<file path="config.mk">
export PLATFORM = sky130hd
export DESIGN_NAME = asgc_ctrl
export DESIGN_NICKNAME = d
export VERILOG_FILES = /design/src/verilog/asgc_pkg.sv /design/src/verilog/asgc_ctrl.sv /design/src/verilog/asgc_cfg_mem.sv /design/src/verilog/asgc_ahb_master.sv
export VERILOG_INCLUDE_DIRS = /design/src /design/src/verilog
export SDC_FILE = /design/constraint.sdc
export NUM_CORES = 2
export LEC_CHECK = 0
export ABC_AREA = 1
export BUFFER_PORTS_ARGS = -buffer_cell sky130_fd_sc_hd__buf_4
export CAP_MARGIN = 20
export CORE_UTILIZATION = 40
export DETAILED_ROUTE_END_ITERATION = 16
export GPL_TIMING_DRIVEN = 0
export PLACE_DENSITY = 0.63
export SKIP_CTS_REPAIR_TIMING = 1
export SKIP_LAST_GASP = 1
export SYNTH_ARGS = -nofsm -noshare
export SYNTH_HDL_FRONTEND = slang
export SYNTH_SLANG_ARGS = --single-unit
</file>
<file path="constraint.sdc">
create_clock -name hclk -period 11.2 [get_ports hclk]
set_input_delay 1.12 -clock hclk [delete_from_list [all_inputs] [get_ports hclk]]
set_output_delay 1.12 -clock hclk [all_outputs]
set_load 0.01 [all_outputs]
</file>
<file path="src/verilog/asgc_consts.svh">
// Constants for the scan group channel configuration controller
`ifndef ASGC_CONSTS_SVH
`define ASGC_CONSTS_SVH
// ------------------------------------------------------------
// Register offsets (byte addresses)
// ------------------------------------------------------------
`define ASGC_OFF_CTRL      12'h000
`define ASGC_OFF_STATUS    12'h004
`define ASGC_OFF_VCH_IDX   12'h008
`define ASGC_OFF_VCH_CFG   12'h00c
`define ASGC_OFF_RESULT    12'h010
// ------------------------------------------------------------
// Field positions
// ------------------------------------------------------------
`define ASGC_CTRL_START    0
`define ASGC_CTRL_DIAG     1
`define ASGC_CTRL_FILTER   2
`define ASGC_CTRL_UNIT     3
`define ASGC_CTRL_METHOD   4
`define ASGC_CTRL_GROUP    8
`define ASGC_CFG_CHAN      0
`define ASGC_CFG_DIFF      8
`define ASGC_CFG_GROUP     12
`define ASGC_CFG_EN        16
`define ASGC_CFG_RES       20
// ------------------------------------------------------------
// Limits and reset values
// ------------------------------------------------------------
`define ASGC_MAX_SEQ       4'h8
`define ASGC_MAX_HYB       4'h4
`define ASGC_MIN_HYB       4'h2
`define ASGC_U0_SE_LAST    7'h14
`define ASGC_U1_SE_LAST    7'h10
`define ASGC_U0_PAIRS      7'h06
`define ASGC_U1_PAIRS      7'h04
`define ASGC_DIAG_CHAN     7'h60
`define ASGC_CTRL_RESET    32'h0000_0000
`endif

</file>
<file path="src/verilog/asgc_pkg.sv">
// Types for the scan group channel configuration controller
package asgc_pkg;
   typedef enum logic [1:0] {
      ASGC_SAR  = 2'h0,
      ASGC_OVS  = 2'h1,
      ASGC_HYB  = 2'h2
   } asgc_method_t;
   typedef enum logic [4:0] {
      ASGC_IDLE  = 5'b00001,
      ASGC_CHECK = 5'b00010,
      ASGC_WRITE = 5'b00100,
      ASGC_START = 5'b01000,
      ASGC_DONE  = 5'b10000
   } asgc_state_t;
endpackage : asgc_pkg

</file>
<file path="src/verilog/asgc_ctrl.sv">
// Host controller that programs and starts one converter scan group
`timescale 1ns/1ps
`include "asgc_consts.svh"
module asgc_ctrl
   import asgc_pkg::*;
#(
   parameter int NVCH = 37
) (
   input  wire logic        hclk,
   input  wire logic        hresetn,
   // Software side slave
   input  wire logic        hsel,
   input  wire logic [31:0] haddr,
   input  wire logic [1:0]  htrans,
   input  wire logic        hwrite,
   input  wire logic [2:0]  hsize,
   input  wire logic [31:0] hwdata,
   input  wire logic        hready,
   output logic             hreadyout,
   output logic             hresp,
   output logic [31:0]      hrdata,
   // Device side master
   output logic [1:0]       m_htrans,
   output logic [31:0]      m_haddr,
   output logic             m_hwrite,
   output logic [2:0]       m_hsize,
   output logic [31:0]      m_hwdata,
   input  wire logic [31:0] m_hrdata,
   input  wire logic        m_hready,
   output logic             err_q
);
   // ------------------------------------------------------------
   // Software registers
   // ------------------------------------------------------------
   logic [31:0] ctrl_q;
   logic [5:0]  idx_q;
   logic        busy_q;
   logic [3:0]  err_code_q;
   logic [31:0] result_q;
   logic        wr_pend_q;
   logic [11:0] wr_addr_q;
   logic        rd_sel_q;
   logic [11:0] rd_addr_q;
   asgc_state_t state_q;
   logic [5:0]  vch_q;
   logic [3:0]  count_q;
   logic        wait_q;
   logic [127:0] used_q;
   logic [31:0] cfg_rd;
   logic        mst_req_q;
   logic [31:0] mst_addr_q;
   logic [31:0] mst_data_q;
   logic        mst_done;
   logic [31:0] mst_rdata;
   logic [2:0]  method;
   logic        unit;
   logic [3:0]  grp;
   wire         xfer = hsel && hready && htrans[1];
   // ------------------------------------------------------------
   // Control fields
   // ------------------------------------------------------------
   assign method = ctrl_q[`ASGC_CTRL_METHOD +: 3];
   assign unit   = ctrl_q[`ASGC_CTRL_UNIT];
   assign grp    = ctrl_q[`ASGC_CTRL_GROUP +: 4];
   // ------------------------------------------------------------
   // Checks on one channel word
   // ------------------------------------------------------------
   function automatic logic [3:0] chan_fault(input logic [31:0] w, input logic u, input logic [2:0] m,
                                             input logic diag, input logic filt);
      logic [6:0] ch;
      logic       dif;
      logic [1:0] res;
      ch  = w[`ASGC_CFG_CHAN +: 7];
      dif = w[`ASGC_CFG_DIFF];
      res = w[`ASGC_CFG_RES +: 2];
      chan_fault = 4'h0;
      if (dif && ch[0])
         chan_fault = 4'h3;
      else if (dif && ch != `ASGC_DIAG_CHAN &&
               (ch >> 1) >= (u ? `ASGC_U1_PAIRS : `ASGC_U0_PAIRS))
         chan_fault = 4'h4;
      else if (!dif && ch < 7'h60 && ch > (u ? `ASGC_U1_SE_LAST : `ASGC_U0_SE_LAST))
         chan_fault = 4'h4;
      else if (m == 3'(ASGC_SAR) && dif && !(diag && ch == `ASGC_DIAG_CHAN))
         chan_fault = 4'h5;
      else if (m == 3'(ASGC_SAR) && res[1])
         chan_fault = 4'h6;
      else if (m == 3'(ASGC_SAR) && filt)
         chan_fault = 4'h7;
      else if (m == 3'(ASGC_OVS) && !filt)
         chan_fault = 4'h8;
      else if (m > 3'(ASGC_HYB))
         chan_fault = 4'h9;
   endfunction : chan_fault
   // ------------------------------------------------------------
   // Bus slave
   // ------------------------------------------------------------
   always_ff @(posedge hclk or negedge hresetn) begin
      if (!hresetn) begin
         wr_pend_q <= 1'b0;
         wr_addr_q <= 12'h000;
         rd_sel_q  <= 1'b0;
         rd_addr_q <= 12'h000;
      end else begin
         wr_pend_q <= xfer && hwrite;
         rd_sel_q  <= xfer && !hwrite;
         if (xfer) begin
            wr_addr_q <= haddr[11:0];
            rd_addr_q <= haddr[11:0];
         end
      end
   end
   // Zero wait states: the slave never stalls or errors
   always_ff @(posedge hclk or negedge hresetn) begin
      if (!hresetn) begin
         hreadyout <= 1'b1;
         hresp     <= 1'b0;
      end else begin
         hreadyout <= 1'b1;
         hresp     <= 1'b0;
      end
   end
   always_ff @(posedge hclk or negedge hresetn) begin
      if (!hresetn) begin
         ctrl_q <= `ASGC_CTRL_RESET;
         idx_q  <= 6'h00;
      end else begin
         if (wr_pend_q && wr_addr_q == `ASGC_OFF_CTRL && !busy_q)
            ctrl_q <= hwdata;
         else if (state_q == ASGC_CHECK)
            ctrl_q[`ASGC_CTRL_START] <= 1'b0;
         if (wr_pend_q && wr_addr_q == `ASGC_OFF_VCH_IDX)
            idx_q <= hwdata[5:0];
      end
   end
   // ------------------------------------------------------------
   // Configuration memory
   // ------------------------------------------------------------
   // Words are not cleared by reset; software sets every index it enables
   wire cfg_we = wr_pend_q && wr_addr_q == `ASGC_OFF_VCH_CFG && !busy_q;
   asgc_cfg_mem #(.DEPTH(NVCH), .AW(6)) u_mem (
      .hclk    (hclk),
      .we      (cfg_we),
      .waddr   (idx_q),
      .wdata   (hwdata),
      .raddr   (busy_q ? vch_q : idx_q),
      .rdata_q (cfg_rd)
   );
   // ------------------------------------------------------------
   // Status read
   // ------------------------------------------------------------
   always_ff @(posedge hclk or negedge hresetn) begin
      if (!hresetn) begin
         hrdata <= 32'h0000_0000;
      end else if (xfer && !hwrite) begin
         unique case (haddr[11:0])
            `ASGC_OFF_CTRL:    hrdata <= ctrl_q;
            `ASGC_OFF_STATUS:  hrdata <= {26'h0, err_code_q, err_q, busy_q};
            `ASGC_OFF_VCH_IDX: hrdata <= {26'h0, idx_q};
            `ASGC_OFF_RESULT:  hrdata <= result_q;
            default:           hrdata <= 32'h0000_0000;
         endcase
      end
   end
   // ------------------------------------------------------------
   // Sequencer: check and write each group member up to the cap, then start the device
   // ------------------------------------------------------------
   wire [31:0] w = cfg_rd;
   wire        member = w[`ASGC_CFG_EN] && w[`ASGC_CFG_GROUP +: 4] == grp;
   wire [3:0]  flt = chan_fault(w, unit, method, ctrl_q[`ASGC_CTRL_DIAG], ctrl_q[`ASGC_CTRL_FILTER]);
   // Sign select tracks input mode so software cannot mismatch it
   wire [31:0] dev_word = {w[31:25], !w[`ASGC_CFG_DIFF], w[23:0]};
   wire [3:0]  cap = (method == 3'(ASGC_HYB)) ? `ASGC_MAX_HYB : `ASGC_MAX_SEQ;
   always_ff @(posedge hclk or negedge hresetn) begin
      if (!hresetn) begin
         state_q    <= ASGC_IDLE;
         busy_q     <= 1'b0;
         vch_q      <= 6'h00;
         count_q    <= 4'h0;
         wait_q     <= 1'b0;
         used_q     <= '0;
         err_q      <= 1'b0;
         err_code_q <= 4'h0;
         mst_req_q  <= 1'b0;
         mst_addr_q <= 32'h0000_0000;
         mst_data_q <= 32'h0000_0000;
         result_q   <= 32'h0000_0000;
      end else begin
         mst_req_q <= 1'b0;
         unique case (state_q)
            ASGC_IDLE: begin
               if (ctrl_q[`ASGC_CTRL_START] && !busy_q) begin
                  busy_q  <= 1'b1;
                  vch_q   <= 6'h00;
                  count_q <= 4'h0;
                  used_q  <= '0;
                  err_q   <= 1'b0;
                  err_code_q <= 4'h0;
                  state_q <= ASGC_WRITE;
               end
            end
            ASGC_CHECK: begin
               // Memory read lags vch_q by one cycle; WRITE always gives that cycle
               if (vch_q == 6'(NVCH)) begin
                  if (method == 3'(ASGC_HYB) && count_q < `ASGC_MIN_HYB) begin
                     err_q <= 1'b1;
                     err_code_q <= 4'h2;
                     state_q <= ASGC_DONE;
                  end else begin
                     mst_req_q  <= 1'b1;
                     mst_addr_q <= {20'h0, `ASGC_OFF_CTRL};
                     mst_data_q <= ctrl_q;
                     state_q    <= ASGC_START;
                  end
               end else if (member && count_q < cap) begin
                  if (flt != 4'h0) begin
                     err_q <= 1'b1;
                     err_code_q <= flt;
                     state_q <= ASGC_DONE;
                  end else if (method == 3'(ASGC_HYB) && used_q[w[6:0]]) begin
                     err_q <= 1'b1;
                     err_code_q <= 4'ha;
                     state_q <= ASGC_DONE;
                  end else begin
                     // Repeated inputs outside hybrid need the result FIFO
                     used_q[w[6:0]] <= 1'b1;
                     count_q    <= count_q + 4'h1;
                     vch_q      <= vch_q + 6'h01;
                     wait_q     <= 1'b1;
                     mst_req_q  <= 1'b1;
                     mst_addr_q <= 32'h0000_0040 + {24'h0, vch_q, 2'b00};
                     mst_data_q <= dev_word;
                     state_q    <= ASGC_WRITE;
                  end
               end else begin
                  vch_q <= vch_q + 6'h01;
                  state_q <= ASGC_WRITE;
               end
            end
            ASGC_WRITE: begin
               // Waits for the device write, if one is out
               if (!wait_q || mst_done) begin
                  wait_q  <= 1'b0;
                  state_q <= ASGC_CHECK;
               end
            end
            ASGC_START: begin
               if (mst_done) begin
                  result_q <= mst_rdata;
                  state_q  <= ASGC_DONE;
               end
            end
            ASGC_DONE: begin
               busy_q  <= 1'b0;
               state_q <= ASGC_IDLE;
            end
            default: state_q <= ASGC_IDLE;
         endcase
      end
   end
   // ------------------------------------------------------------
   // Device side master
   // ------------------------------------------------------------
   asgc_ahb_master u_mst (
      .hclk      (hclk),
      .hresetn   (hresetn),
      .req       (mst_req_q),
      .req_write (1'b1),
      .req_addr  (mst_addr_q),
      .req_wdata (mst_data_q),
      .done_q    (mst_done),
      .rdata_q   (mst_rdata),
      .m_htrans  (m_htrans),
      .m_haddr   (m_haddr),
      .m_hwrite  (m_hwrite),
      .m_hsize   (m_hsize),
      .m_hwdata  (m_hwdata),
      .m_hrdata  (m_hrdata),
      .m_hready  (m_hready)
   );
endmodule : asgc_ctrl

</file>
<file path="src/verilog/asgc_cfg_mem.sv">
// Small memory of virtual channel configuration words
`timescale 1ns/1ps
module asgc_cfg_mem #(
   parameter int DEPTH = 37,
   parameter int AW    = 6
) (
   input  wire logic          hclk,
   input  wire logic          we,
   input  wire logic [AW-1:0] waddr,
   input  wire logic [31:0]   wdata,
   input  wire logic [AW-1:0] raddr,
   output logic      [31:0]   rdata_q
);
   logic [31:0] mem [DEPTH];
   always_ff @(posedge hclk) begin
      if (we) begin
         mem[waddr] <= wdata;
      end
      rdata_q <= mem[raddr];
   end
endmodule : asgc_cfg_mem

</file>
<file path="src/verilog/asgc_ahb_master.sv">
// Single word AHB-Lite master toward the converter register port
`timescale 1ns/1ps
module asgc_ahb_master (
   input  wire logic        hclk,
   input  wire logic        hresetn,
   input  wire logic        req,
   input  wire logic        req_write,
   input  wire logic [31:0] req_addr,
   input  wire logic [31:0] req_wdata,
   output logic             done_q,
   output logic [31:0]      rdata_q,
   output logic [1:0]       m_htrans,
   output logic [31:0]      m_haddr,
   output logic             m_hwrite,
   output logic [2:0]       m_hsize,
   output logic [31:0]      m_hwdata,
   input  wire logic [31:0] m_hrdata,
   input  wire logic        m_hready
);
   logic busy_q;
   logic data_q;
   logic [31:0] wd_q;
   always_ff @(posedge hclk or negedge hresetn) begin
      if (!hresetn) begin
         busy_q   <= 1'b0;
         data_q   <= 1'b0;
         done_q   <= 1'b0;
         rdata_q  <= 32'h0000_0000;
         m_htrans <= 2'h0;
         m_haddr  <= 32'h0000_0000;
         m_hwrite <= 1'b0;
         m_hsize  <= 3'h0;
         m_hwdata <= 32'h0000_0000;
         wd_q     <= 32'h0000_0000;
      end else begin
         done_q <= 1'b0;
         if (!busy_q && req) begin
            busy_q   <= 1'b1;
            m_htrans <= 2'h2;
            m_haddr  <= req_addr;
            m_hwrite <= req_write;
            m_hsize  <= 3'h2;
            wd_q     <= req_wdata;
         end else if (busy_q && !data_q && m_hready) begin
            data_q   <= 1'b1;
            m_htrans <= 2'h0;
            m_hwdata <= wd_q;
         end else if (data_q && m_hready) begin
            data_q  <= 1'b0;
            busy_q  <= 1'b0;
            done_q  <= 1'b1;
            rdata_q <= m_hrdata;
         end
      end
   end
endmodule : asgc_ahb_master

</file>
==> results.toml <==
[pwr]
power_frac_seq = 0.456
p_sw_frac = 0.2984
ir_worst_vdd_mv = 0.1793
p_leak_nw = 27.90
p_clk_frac = 0.371
comb_power_share = 0.173
power.switching_mw = 4.281
pwr_density_cell_mw_per_mm2 = 188.4
internal_power_mw = 10.07

[placement]
placedCellCount = 8191
gp_congestion = 0.9511
dpl_worst_slack_ps = 6743
io_buffer_count = 157
dp_hpwl_mm = 137.1

[synth]
syn_area_mm2 = 0.06564
synth_cell_types = 46
yosysSeqAreaShare = 0.6916
avgSynthCellArea_um2 = 11.34
synth_edf_count = 1147
ys_ff_latch = 1591
async_flop_share = 0.2596
yosysTopAreaCellShare = 0.5247
syn_inst = 5786
synth_top_cell_by_area = "edfxtp_1"
yosysWarnings = 0
synth.area.top_cells = "edfxtp_1 (52%), dfrtp_1 (16%), o21ai_0 (6.2%), nand2_1 (5.9%), nor2_1 (4.4%)"
synth_ff_type = "edfxtp_1"

[finish]
area_growth_pct = 16.03
layout_commonest_cell = "edfxtp_1"
final_cells = 8498
layout.nets = 6293
fill_cells = 14640
layout_common_cells = "edfxtp_1 (1,147), nand2_1 (1,024), o21ai_0 (819), nor2_1 (738), dfrtp_1 (412)"
drive_above_1_share = 0.1189

[sta]
hold_slack_ps = 295.0
final.period_utilization = 0.4164
tns_ps = 0
rsz0062_at_grt = "false"
tightest_slew_ps = 1270
period_needed_ps = 4664
fmax_mhz = 214.4
skew_ps = 28.32
slew_headroom = 0.1532
slew_viol_final = 0
hold_violations = 0
setup_ws_ps = 6536
setup_violations = 0

[drt]
drc = 0
wire_per_inst_um = 24.35
dr.pass1.iters = 8
via_count = 47670
vias_per_cell = 5.609
drt_iter0_drc = 5885
postRouteAntennaNets = 0
drt-total-wl_mm = 206.9

[global_route]
gr-total-overflow = 0
grt.total_usage = 0.2473
grt_busiest_layer = "met2"
grt_pass1_vias = 45800
grt_max_degree = 122
globalRouteMet1Util = 0.3319
gr-usage-met3 = 0.06270
antenna_found_initial = 14
grt_pass1_wl_mm = 301.4
use_met2 = 0.3832

[setup_path]
startpoint_type = "flop"
cp.arrival_ps = 5360
critPathCaptureType = "flop"
cp.required_ps = 11900
worstSetupPathType = "reg -> reg"
crit_fanout = 10

[clock_tree]
cts_sinks = 1591
htreeDepth = 4
cts_root_buffer = "clkbuf_16"
clkTransAtPathRegs_ps = 60
cts_made_buffers = 162
insertion_delay_ps = 810
clk_path_buf_depth = 3
cts_tree = "built"

[floorplan]
io_pins = 212
coreArea_mm2 = 0.1628
die-area_mm2 = 0.1657
die_y_um = 407.1
rows = 148
die_width_um = 407.1
start_util = 0.4033

[worst_hold_path]
holdCritPathClass = "in -> async"

[run]
drv.max_cap_violation_count = 0

[status]
outcome = "complete, no violations"
## sequential cells by signal (all words and copies together) (netlist names), 5 cells and up
register / cells
ctrl_q: 32
hrdata: 32
idx_q: 6
mst_addr_q: 7
mst_data_q: 32
result_q: 32
state_q: 5
u_mem.mem: 1147
u_mem.rdata_q: 31
u_mst.m_haddr: 7
u_mst.m_hwdata: 32
u_mst.rdata_q: 32
u_mst.wd_q: 32
used_q: 128
vch_q: 6
wr_addr_q: 12
## metal layers
layer  share of wire  wire length, um
met2            0.45            94120
met3            0.11            21900
met1            0.40            82860
met4           0.039             8020
met5         0.00020               42
## per-stage QoR
| step | power, mW | area (um^2) | util |
|---|---|---|---|
| 2_1_floorplan | 8.040 | 65750 | - |
| 3_3_place_gp | 9.048 | 69650 | 0.4279 |
| 3_5_place_dp | 9.076 | 70970 | 0.4360 |
| 4_1_cts | 14.32 | 76140 | 0.4678 |
| 5_1_grt | 14.78 | 76150 | 0.4678 |
| 6_report | 14.35 | 76160 | 0.4679 |
## worst paths after layout
path | start | end | slack (ps) | cells past startpoint
setup reg to reg | vch_q[0] | u_mem.rdata_q[12] | 6540 | 12
hold / removal | hresetn | used_q[108] | 290 | 1
setup / recovery | vch_q[0] | u_mem.rdata_q[12] | 6540 | 12
hold reg to reg | u_mst.wd_q[12] | u_mst.wd_q[12] | 470 | 2
min in group hclk | u_mst.wd_q[12] | u_mst.wd_q[12] | 470 | 2
max in group asynchronous | hresetn | u_mst.rdata_q[18] | 9280 | 3
## synth_stat cells (18+ instances only)
cell type and n:
o22ai_1 225, edfxtp_1 1147, inv_1 238, o21ai_0 819, nand3_1 147, a22o_1 26, o221ai_1 124, clkbuf_1 305
nor2_1 774, o211ai_1 128, a21oi_1 31, o21ai_2 133, dfxtp_1 31, buf_6 31, nand2_1 1024, dfrtp_1 412
buf_2 18, buf_4 41
## worst max-delay path, stage by stage, from the launching register on
cell	delay, ps
dfrtp_1	470
inv_1	110
nand2_1	80
nand2_1	490
inv_2	500
clkbuf_1	810
clkbuf_1	520
o21ai_0	160
o22ai_1	300
o211ai_1	260
nand3_1	320
nand2_1	240
o22ai_1	260
## final cells by class
type,instances,area (um^2),area share
Multi-Input combinational cell,3566,17750,0.2331
Antenna cell,6,15.01,0.0001971
Timing Repair Buffer,203,2237,0.02937
Clock inverter,88,655.6,0.008608
Buffer,406,1933,0.02538
Clock buffer,212,4509,0.05921
Inverter,251,942.2,0.01237
Tap cell,2175,2721,0.03573
Sequential cell,1591,45400,0.5961
## power by group through the flow
stage / logic [mW] / registers, mW / clock network, mW
after floorplan: 1.42 / 6.62 / 0
after global placement: 2.39 / 6.66 / 0
after detailed placement: 2.42 / 6.66 / 0
after CTS: 2.43 / 6.54 / 5.36
after global routing: 2.64 / 6.55 / 5.59
final: 2.48 / 6.54 / 5.32
## kinds of logic after synthesis
group,count (synthesis),share of synthesized area
buffers and inverters,657,0.04380
AO/OA/AOI/OAI,1502,0.1401
multiplexers,9,0.001544
XOR/XNOR,5,0.0006671
adder cells (fa/ha/maj),5,0.0009531
flip-flops,1591,0.6916
AND/OR/NAND/NOR,2015,0.1212
other,2,0.0001144
Note: power is estimated with default switching activity, not from simulation.
